File: config.mk
export PLATFORM = sky130hd
export DESIGN_NAME = dpsc_host
export DESIGN_NICKNAME = d
export VERILOG_FILES = /design/src/dpsc_pkg.sv /design/src/dpsc_host.sv
export SDC_FILE = /design/constraint.sdc
export NUM_CORES = 1
export LEC_CHECK = 0
export ABC_AREA = 1
export CORE_MARGIN = 3
export CORE_UTILIZATION = 63
export CTS_CLUSTER_SIZE = 16
export DETAILED_ROUTE_END_ITERATION = 12
export DONT_BUFFER_PORTS = 1
export GPL_ROUTABILITY_DRIVEN = 0
export PLACE_DENSITY = 0.79
export REMOVE_ABC_BUFFERS = 1
export SKIP_CTS_REPAIR_TIMING = 1
export SYNTH_ARGS = -nofsm -noshare
export SYNTH_HDL_FRONTEND = slang
export SYNTH_SLANG_ARGS = --single-unit
File: constraint.sdc
create_clock -name clk_in -period 2.8 [get_ports clk_in]
set_clock_uncertainty 0.05 [all_clocks]
set_input_delay 0.28 -clock clk_in [delete_from_list [all_inputs] [get_ports clk_in]]
set_output_delay 0.28 -clock clk_in [all_outputs]
set_load 0.005 [all_outputs]
File: src/dpsc_pkg.sv
// constants for the dual-port sram port host controller
// assumes a 100 mhz clock; times are in ns, counts in cycles
package dpsc_pkg;
	localparam int CLK_PERIOD_NS = 10;
	function automatic int dpsc_cyc_up(input int ns);
		int c;
		c = (ns + CLK_PERIOD_NS - 1) / CLK_PERIOD_NS;
		return (c < 1) ? 1 : c;
	endfunction : dpsc_cyc_up
	// slowest grade figures so every grade is served
	localparam int T_WP_NS     = 30;
	localparam int T_WZ_NS     = 25;
	localparam int T_DW_NS     = 20;
	localparam int T_EW_NS     = 40;
	localparam int T_AW_NS     = 40;
	localparam int T_WR_NS     = 0;
	localparam int T_BAA_NS    = 30;
	localparam int T_RC_NS     = 55;
	localparam int T_HZ_NS     = 25;
	localparam int WZ_DW_CYC   = dpsc_cyc_up(T_WZ_NS + T_DW_NS);
	localparam int WP_CYC      = dpsc_cyc_up(T_WP_NS);
	localparam int EW_CYC      = dpsc_cyc_up(T_EW_NS);
	localparam int AW_CYC      = dpsc_cyc_up(T_AW_NS);
	localparam int WR_CYC      = dpsc_cyc_up(T_WR_NS);
	localparam int BAA_CYC     = dpsc_cyc_up(T_BAA_NS);
	localparam int RC_CYC      = dpsc_cyc_up(T_RC_NS);
	localparam int HZ_CYC      = dpsc_cyc_up(T_HZ_NS);
	localparam int CNT_W       = 4;
	typedef enum logic [5:0] {
		DPSC_IDLE  = 6'h01,
		DPSC_SETUP = 6'h02,
		DPSC_WBUSY = 6'h04,
		DPSC_WRITE = 6'h08,
		DPSC_READ  = 6'h10,
		DPSC_RECOV = 6'h20
	} dpsc_state_t;
endpackage : dpsc_pkg

File: src/dpsc_host.sv
// host side controller for one port of an asynchronous dual-port sram
// assumes the memory pins are wired directly; data pins split in/out/oe
// Operation
// - address changes only with strobe high
// - strobe width covers output-off plus setup
// - in pair mode strobe waits busy access
// - no data drive while memory drives
// - recovery counted from first rising control
// - select low long enough before write end
// - address valid long enough before write end
// - data valid long enough before write end
// - select read keeps strobe high, gate low
module dpsc_host
	import dpsc_pkg::*;
#(
	parameter int ADDR_W = 11,
	parameter int DATA_W = 8
)(
	input  wire logic              clk_in,
	input  wire logic              reset_in,
	input  wire logic              req_in,
	input  wire logic              req_write_in,
	input  wire logic [ADDR_W-1:0] req_addr_in,
	input  wire logic [DATA_W-1:0] req_wdata_in,
	input  wire logic              pair_mode_in,
	output logic                   req_ready_out,
	output logic                   rdata_valid_out,
	output logic [DATA_W-1:0]      rdata_out,
	output logic [ADDR_W-1:0]      mem_addr_out,
	output logic                   mem_sel_n_out,
	output logic                   mem_we_n_out,
	output logic                   mem_oe_n_out,
	input  wire logic [DATA_W-1:0] mem_data_in,
	output logic [DATA_W-1:0]      mem_data_out,
	output logic                   mem_data_oe_out
);
	typedef struct packed {
		dpsc_state_t         st;
		logic [CNT_W-1:0]    cnt;
		logic                wr;
		logic                ready;
		logic                rvalid;
		logic [DATA_W-1:0]   rdata;
		logic [ADDR_W-1:0]   addr;
		logic                sel_n;
		logic                we_n;
		logic                oe_n;
		logic [DATA_W-1:0]   dout;
		logic                doe;
	} dpsc_regs_t;

	dpsc_regs_t s_q;
	dpsc_regs_t s_d;

	function automatic logic [CNT_W-1:0] dpsc_c(input int n);
		return CNT_W'(n - 1);
	endfunction : dpsc_c

	function automatic logic dpsc_done(input logic [CNT_W-1:0] c);
		return c == '0;
	endfunction : dpsc_done

	function automatic logic [CNT_W-1:0] dpsc_dec(input logic [CNT_W-1:0] c);
		return c - 1'b1;
	endfunction : dpsc_dec

	// output-off plus setup, width, select, address time
	// one count meets every write minimum; a faster grade only wastes cycles
	function automatic logic [CNT_W-1:0] dpsc_wr_len();
		int n;
		n = (WZ_DW_CYC > EW_CYC) ? WZ_DW_CYC : EW_CYC;
		n = (n > WP_CYC) ? n : WP_CYC;
		n = (n > AW_CYC) ? n : AW_CYC;
		return dpsc_c(n);
	endfunction : dpsc_wr_len

	always_comb
	begin
		s_d        = s_q;
		s_d.rvalid = 1'b0;
		case (s_q.st)
			DPSC_IDLE:
			begin
				s_d.ready = 1'b1;
				// a request while busy is dropped; the host must retry
				if (req_in && s_q.ready)
				begin
					s_d.ready = 1'b0;
					s_d.wr    = req_write_in;
					// address moves only with controls high
					s_d.addr  = req_addr_in;
					s_d.dout  = req_wdata_in;
					s_d.st    = DPSC_SETUP;
				end
			end
			DPSC_SETUP:
			begin
				// select falls; strobe falls with it only for a write outside pair mode, gate falls with it for a read
				s_d.sel_n = 1'b0;
				if (s_q.wr)
				begin
					// wait out busy access before strobe
					if (pair_mode_in)
					begin
						s_d.cnt = dpsc_c(BAA_CYC);
						s_d.st  = DPSC_WBUSY;
					end
					else
					begin
						s_d.we_n = 1'b0;
						// keep bus off while memory may drive
						s_d.cnt  = dpsc_wr_len();
						s_d.st   = DPSC_WRITE;
					end
				end
				else
				begin
					// strobe high, gate low, address already set
					s_d.oe_n = 1'b0;
					s_d.cnt  = dpsc_c(RC_CYC);
					s_d.st   = DPSC_READ;
				end
			end
			DPSC_WBUSY:
			begin
				if (dpsc_done(s_q.cnt))
				begin
					s_d.we_n = 1'b0;
					s_d.cnt  = dpsc_wr_len();
					s_d.st   = DPSC_WRITE;
				end
				else
					s_d.cnt = dpsc_dec(s_q.cnt);
			end
			DPSC_WRITE:
			begin
				// drive data only once outputs released
				s_d.doe = 1'b1;
				if (dpsc_done(s_q.cnt))
				begin
					// first rising control ends the write
					s_d.we_n  = 1'b1;
					s_d.sel_n = 1'b1;
					s_d.cnt   = dpsc_c(WR_CYC);
					s_d.st    = DPSC_RECOV;
				end
				else
					s_d.cnt = dpsc_dec(s_q.cnt);
			end
			DPSC_READ:
			begin
				if (dpsc_done(s_q.cnt))
				begin
					// sample once the later enable has settled
					s_d.rdata  = mem_data_in;
					s_d.rvalid = 1'b1;
					s_d.oe_n   = 1'b1;
					s_d.sel_n  = 1'b1;
					s_d.cnt    = dpsc_c(HZ_CYC);
					s_d.st     = DPSC_RECOV;
				end
				else
					s_d.cnt = dpsc_dec(s_q.cnt);
			end
			DPSC_RECOV:
			begin
				// data hold of zero; drop drive after controls rise
				s_d.doe = 1'b0;
				if (dpsc_done(s_q.cnt))
				begin
					s_d.ready = 1'b1;
					s_d.st    = DPSC_IDLE;
				end
				else
					s_d.cnt = dpsc_dec(s_q.cnt);
			end
			default:
			begin
				// an illegal code drops back to idle with every control released
				s_d = '0;
				s_d.st = DPSC_IDLE;
				s_d.sel_n = 1'b1;
				s_d.we_n = 1'b1;
				s_d.oe_n = 1'b1;
			end
		endcase
	end

	always_ff @(posedge clk_in or posedge reset_in)
	begin
		if (reset_in)
		begin
			s_q       <= '0;
			s_q.st    <= DPSC_IDLE;
			s_q.sel_n <= 1'b1;
			s_q.we_n  <= 1'b1;
			s_q.oe_n  <= 1'b1;
		end
		else
			s_q <= s_d;
	end

	assign req_ready_out   = s_q.ready;
	assign rdata_valid_out = s_q.rvalid;
	assign rdata_out       = s_q.rdata;
	assign mem_addr_out    = s_q.addr;
	assign mem_sel_n_out   = s_q.sel_n;
	assign mem_we_n_out    = s_q.we_n;
	assign mem_oe_n_out    = s_q.oe_n;
	assign mem_data_out    = s_q.dout;
	assign mem_data_oe_out = s_q.doe;
endmodule : dpsc_host

# Word level (Yosys, flattened, before mapping)
# Cells that the tools add are included.
# totals
regBits	44
inputBits	32
output_inout_bits	33
word_cells	85
# op_classes
add_sub_neg	1
eq_ne	16
mux	31
n_bitwise	7
reduce_logical	18
# op_table
cell	count
$pmux W6 S5	1
$mux W6	4
$pmux W4 S6	1
$pmux W11 S2	1
$mux W9	2
$ne A2 B2 Y1 const B	9
$pmux W9 S2	1
$mux W4	4
$mux W8	2
$pmux W8 S2	1
$reduce_or A4 Y1	3
$mux W11	1
$reduce_or A5 Y1	2
$pmux W1 S4	2
$reduce_and A2 Y1	4
$not A1 Y1	7
$eq A6 B1 Y1 const B	1
$eq A6 B2 Y1 const B	1
$eq A6 B3 Y1 const B	1
$eq A6 B4 Y1 const B	1
$eq A6 B5 Y1 const B	1
$eq A6 B6 Y1 const B	1
$pmux W1 S3	2
$reduce_and A3 Y1	2
other kinds (11)	18

# Logic depth before layout (Yosys ltp)
# Gate-level depths: netlist of run 1.
# logic_depth
word_depth	4
depth_mapped	11
mapped_depth_nobuf	10

# Least setup slack after synthesis of run 1
# Ideal clock, no wire load.
# synth_timing
path_kind	register to register
start	register s_q[34] in the netlist's numbering
end	register s_q (netlist bit rdata_out[0])
setup_ns	0.117
t_arrival_ns	1.418
required_time_ns	2.633
path_slack_ns	1.214
path_stages_with_launch	10
path_buffers	0
period_less_slack_ns	1.586
path_cell_list	dfrtp_1 -> inv_1 -> ha_1 -> nand2_1 -> nor2_1 -> nor2_1 -> nor2_1 -> nand3_2 -> nand2_1 -> nand2_1
# synth_via
elab_chain_len	3
# synth_lines
item	line_no	text
from (decl)	dpsc_host.sv:52	dpsc_regs_t s_q;
$logic_not A4 Y1	dpsc_host.sv:60	return c == '0;
$ne A2 B2 Y1 (no source line)	-	
$reduce_and A2 Y1 (no source line)	-	
# No other way between the ends.
# A chain may end at the register's enable or synchronous reset.

# Worst setup path in the final report of run 1
# layout_timing
start	register s_q[38] in the netlist's numbering
end	register s_q[43] in the netlist's numbering
# layout_via
elab_chain_len	4
elab_cells_between_ends	13
cone_classes	10 x eq/ne; 1 x mux; 2 x reduce/logical
# layout_lines
item	line_no	text
$eq A6 B5 Y1 / $eq A6 B4 Y1 (equally long branches)	dpsc_host.sv:81	case (s_q.st)
$reduce_or A2 Y1 (no source line)	-	
$ne A2 B1 Y1 (no source line)	-	
$reduce_and A4 Y1 (no source line)	-	
# Several ways; a longest one is shown, not always the timed one.

==> results.cfg, run 1 <==
[run]
cap_violations = 0

[cts]
numCtsBuffers = 5
h-tree-depth = 2
insertion_delay_ns = 0.31
path_clk_slew_ns = 0.08
cts_tree = done
clkSinkCount = 44
clockBufferDepth = 2
root_buffer = clkbuf_8

[global_route]
antenna_found_initial = 0
track_usage_pct = 22.3
grt_pass1_vias = 1603
grt_pass1_wl_mm = 7.51
grt_max_degree = 40
gr-total-overflow = 0

[final_layout]
nNetsFinal = 319
area_growth_pct = -3.51
n_antenna_cell = 0
final_common_cell = nand2_1
drive_gt1_share_pct = 12.6
post-route-util_pct = 66.4
layout_common_cells = nand2_1 (108), dfrtp_1 (40), nor2_1 (32)

[routing]
wl_per_cell_um = 13.8
drtIter0Drc = 101
drt-pass1-iter-count = 4
via_count = 1748
route.detailed.drc = 0
viasPerCell = 5.27
drtAntennaViolNets = 0
drt-total-wl_mm = 4.60

[synth]
syn_area_per_cell_um2 = 7.84
synthCells = 309
syn-cell-area_um2 = 2420
yosysSeqAreaShare_pct = 45.7
synth.ff_latch_count = 44
ys_types = 26
yosys_warnings = 0

[setup_path]
endpoint_kind = flip-flop
reg2reg_depth = 9
crit_fanout = 23
startpoint_type = flip-flop
worstPathArrival_ns = 2.10
ff2ff_setup_slack_ns = 0.85
critical_path_class = flip-flop to flip-flop
required_ns = 2.94

[timing]
fin_crit_ns = 1.95
finalSetupViolCount = 0
tns_ns = 0
max_slew_margin_pct = 38.1
slew_viol_final = 0
fin_ws_ns = 0.849
max_freq_mhz = 513
final-hold-violation-count = 0
worstMarginPinSlew_ns = 0.923
rsz0062_at_grt = no
min_period_over_period_pct = 69.7

[floorplanning]
initial_core_util_pct = 68.8
die-area_um2 = 4620
die_h_um = 68.0
num_rows = 21
top_level_ports = 65
core_um2 = 3520
die_x_um = 68.0

[hold_path]
hp-class = input pin to flip-flop
hold_depth = 2

[outcome]
outcome = completed

[power_and_ir_drop]
peakVddDrop_v = 0.000605
power_density_nw_per_um2 = 1010
p_leak_nw = 1.23

[placement]
dp_hpwl_mm = 3.34
preCtsSetupSlack_ns = 0.884
portBuffers = 0
[final timing paths]
path                                startpoint                          end
min in group asynchronous             reset_in  mem_data_out[3]$_DFFE_PP0P_
min reg2reg                s_q[35]$_DFFE_PP0P_          s_q[35]$_DFFE_PP0P_
max                        s_q[38]$_DFFE_PP1P_          s_q[43]$_DFFE_PP0P_
max reg2reg                s_q[38]$_DFFE_PP1P_          s_q[43]$_DFFE_PP0P_
max in group asynchronous             reset_in          s_q[38]$_DFFE_PP1P_
min                             mem_data_in[0]     rdata_out[0]$_DFFE_PP0P_
[through the flow]
stage / total power, W / std cells / area (um^2) / hold WS, ns
global placement: 0.00195 / 323 / 2240 / 0.238
detailed placement: 0.00197 / 323 / 2240 / 0.246
CTS: 0.00238 / 331 / 2330 / -0.0910
global route: 0.00257 / 332 / 2340 / 0.0388
finish: 0.00237 / 332 / 2340 / 0.0378
floorplan: 0.00175 / 276 / 2170 / 0.347
[sequential cells by signal, indices dropped and copies added (netlist names), 8 cells and up]
register      cells
mem_data_out      8
s_q              11
mem_addr_out     11
rdata_out         8
[area by class of cell]
type	count	area [um^2]
multi-input cells	208	977
clock buffers	6	72.6
well taps	46	57.6
fillers	322	1180
repair buffers	2	17.5
inverters	24	90.1
flip-flops and latches	44	1110
clock inverters	2	16.3
[cells in the mapped netlist]
cell type	number	share of area, %
a21oi_1	3	0.62
a31oi_1	1	0.26
buf_2	3	0.62
buf_4	27	8.4
buf_6	1	0.46
buf_8	1	0.62
clkbuf_2	1	0.21
dfrtp_1	40	41
dfstp_2	4	4.3
ha_1	2	1.0
inv_1	24	3.7
nand2_1	108	17
nand2_2	6	1.5
nand2_4	1	0.46
nand3_1	14	2.9
nand3_2	5	2.1
nand3b_1	1	0.31
nand4_1	2	0.52
nor2_1	32	5.0
nor2_2	4	1.0
nor2_4	4	1.9
o21ai_0	13	2.7
o21ai_1	6	1.2
o21ai_2	4	1.4
o21bai_1	1	0.31
xnor2_1	1	0.36
[metal layers]
| layer | part of all wire, % | global-route usage [%] |
|---|---|---|
| met1 | 42 | 31.0 |
| met2 | 46 | 32.5 |
| met5 | 0 | 0 |
| met3 | 10 | 7.06 |
| met4 | 1.5 | 8.93 |
[worst max-delay path: stages (launching register included)]
cell and delay [ns]:
dfstp_2 0.57, inv_1 0.05, nor2_1 0.10, nand3_2 0.13
inv_1 0.54, nand2_1 0.15, nand2_1 0.09, nor2_1 0.05
nand3_1 0.07, nand2_1 0.05
[power by group]
part | internal [W] | switching, W | leakage, nW
Clock | 0.000178 | 0.000227 | 0.0414
Sequential | 0.000844 | 0.000160 | 0.578
Combinational | 0.000282 | 0.000677 | 0.606
Total | 0.00130 | 0.00106 | 1.23
[cell families after synthesis]
logic type / synth area share (%)
AND/OR/NAND/NOR: 32.4
buffers and inverters: 14.0
flip-flops: 45.7
AO/OA/AOI/OAI: 6.56
adder cells (fa/ha/maj): 1.03
XOR/XNOR: 0.362
Note: power is estimated with default switching activity, not from simulation.
==> inputs of run 2 (changes only) <==
ABC_AREA = 0   (was 1)
clock period = 1.9 ns   (was 2.8 ns; I/O delays follow)
==> run 2 against run 1 <==
Effect of this change:
- the flow now finishes with violations (hold timing)
- power grew 85%
- synthesized cell count shrank 16%
- count of clock-buffer cells in the layout shrank 1
- critical path depth shrank 4
- first-iteration DRC count grew 76%
- flip-flop and latch count is the same
- synthesized area grew 7.7%
- sequential share of layout area shrank 10 points
- routed wire length grew 23%
- register-to-register slack lost 0.79 ns
- clock power grew 81%
==> results.cfg, run 2 <==
[synth]
ys_types = 50
syn-cell-area_um2 = 2610
yosysMostFrequentCell = dfrtp_1
yosys.area.top_type = dfrtp_1
syn_area_per_cell_um2 = 10.0
synth_edf_count = 0
yosys_warnings = 0
yosys_most_used_dff = dfrtp_1
yosysSeqAreaShare_pct = 42.4
synthArstFlopShare_pct = 100
synthCells = 260
synthTopCellsByCount = dfrtp_1 (40), buf_4 (31), nand2_1 (28)
synth.ff_latch_count = 44
synth_area_leaders = dfrtp_1 (38%), buf_4 (8.9%), mux2i_1 (7.7%)
synth_top_area_share_pct = 38.4

[cts]
path_clk_slew_ns = 0.09
numCtsBuffers = 5
root_buffer = clkbuf_8
insertion_delay_ns = 0.30
clockBufferDepth = 2
clkSinkCount = 44
cts_tree = done
h-tree-depth = 2

[power_and_ir_drop]
p_int_w = 0.00270
power_density_nw_per_um2 = 1460
switching_share_pct = 38.4
peakVddDrop_v = 0.00120
p_leak_nw = 1.42
power_w = 0.00438
power_frac_seq_pct = 35.7
power_frac_clock_pct = 16.7
p_sw_w = 0.00168
p_comb_share_pct = 47.6

[setup_path]
reg2reg_depth = 5
endpoint_kind = flip-flop
worstPathArrival_ns = 2.00
crit_fanout = 10
critical_path_class = flip-flop to flip-flop
required_ns = 2.06
startpoint = s_q[41]$_DFFE_PP0P_
startpoint_type = flip-flop
r2r_start = s_q[41]$_DFFE_PP0P_

[global_route]
grt_pass1_vias = 1809
grt_pass1_wl_mm = 8.55
grt_max_degree = 21
gr-total-overflow = 0
antenna_found_initial = 0
track_usage_pct = 21.3

[hold_path]
worstHoldStart = req_addr_in[2]
hp-class = input pin to flip-flop
hold_depth = 2

[timing]
max_slew_margin_pct = 65.6
slew_viol_final = 0
worstMarginPinSlew_ns = 0.513
final-hold-violation-count = 2
fin_crit_ns = 1.84
fin_hold_ws_ns = -0.0331
max_freq_mhz = 544
finalSetupViolCount = 0
rsz0062_at_grt = yes
fin_ws_ns = 0.0614
min_period_over_period_pct = 96.8

[floorplanning]
die_x_um = 70.4
top_level_ports = 65
num_rows = 22
core_um2 = 3830
initial_core_util_pct = 68.2
die_h_um = 70.4
die-area_um2 = 4950

[final_layout]
area_growth_pct = 15.1
final_common_cell = dfrtp_1
layout_common_cells = dfrtp_1 (36), nand2_1 (28), dlygate4sd3_1 (28)
n_antenna_cell = 0
nNetsFinal = 312
num-fill-cells = 237
drive_gt1_share_pct = 19.7
final_area_um2 = 3000

[routing]
route.detailed.drc = 0
drtIter0Drc = 178
drt-pass1-iter-count = 4
wl_per_cell_um = 17.3
viasPerCell = 5.88
drtAntennaViolNets = 0
drt-total-wl_mm = 5.64
via_count = 1923

[outcome]
violations = hold timing
outcome = finished with violations

[run]
cap_violations = 0

[placement]
dp_hpwl_mm = 3.96
place_area_um2 = 2580
portBuffers = 0
preCtsSetupSlack_ns = 0.0133
==> run 2: logic make-up (layout without fill, tap and decap cells) <==
family	Yosys count	count (layout)	synth area share [%]
flops	44	44	42.4
simple gates	77	77	17.3
xor+xnor	8	8	2.69
fa+ha+maj	2	2	0.959
mux	21	21	8.11
buf+inv	67	86	15.3
compound gates	41	41	13.3
==> run 2: layout make-up <==
| type | instances | area [um^2] | area share (%) |
|---|---|---|---|
| clock buffer | 5 | 68.8 | 2.29 |
| clock inverter | 3 | 46.3 | 1.54 |
| inverter | 26 | 97.6 | 3.25 |
| multi-input combinational | 149 | 1120 | 37.2 |
| sequential | 44 | 1110 | 37.1 |
| tap | 48 | 60.1 | 2.00 |
| timing repair buffer | 52 | 498 | 16.6 |
==> run 2: worst max-delay path, cell delays in order (launching register included) <==
cell and delay [ns]:
dfrtp_2 0.51, nor4_2 0.33, nand3b_1 0.23, nand4_2 0.23, buf_12 0.17, mux2i_1 0.24
==> run 2: worst paths after layout <==
path	slack [ns]	to
hold / removal	-0.03	mem_addr_out[2]$_DFFE_PP0P_
max in group asynchronous	0.95	mem_oe_n_out$_DFFE_PP1P_
setup reg to reg	0.06	mem_addr_out[8]$_DFFE_PP0P_
setup / recovery	0.06	mem_addr_out[8]$_DFFE_PP0P_
min in group asynchronous	0.25	mem_data_out[3]$_DFFE_PP0P_
hold reg to reg	0.49	rdata_out[5]$_DFFE_PP0P_
==> run 2: power groups by stage <==
stage	clock network, W	logic, W	registers [W]
after floorplan	0	0.00131	0.00150
after global placement	0	0.00191	0.00155
after detailed placement	0	0.00198	0.00156
after CTS	0.000746	0.00198	0.00155
after global routing	0.000777	0.00229	0.00161
final	0.000733	0.00209	0.00156
==> run 2: metrics by stage <==
stage | cells | util [%] | setup TNS [ns]
CTS | 298 | 70.4 | 0
finish | 327 | 78.5 | 0
global route | 327 | 78.5 | -0.158
floorplan | 219 | - | -2.44
global placement | 290 | 67.4 | 0
detailed placement | 290 | 67.4 | 0
==> run 2: routing by layer <==
layer	vias to the layer above	routed length, um	track usage [%]
li1	903	-	-
met3	14	500	7.19
met2	95	2800	34.5
met5	-	0	0
met4	0	105	4.04
met1	911	2230	28.0
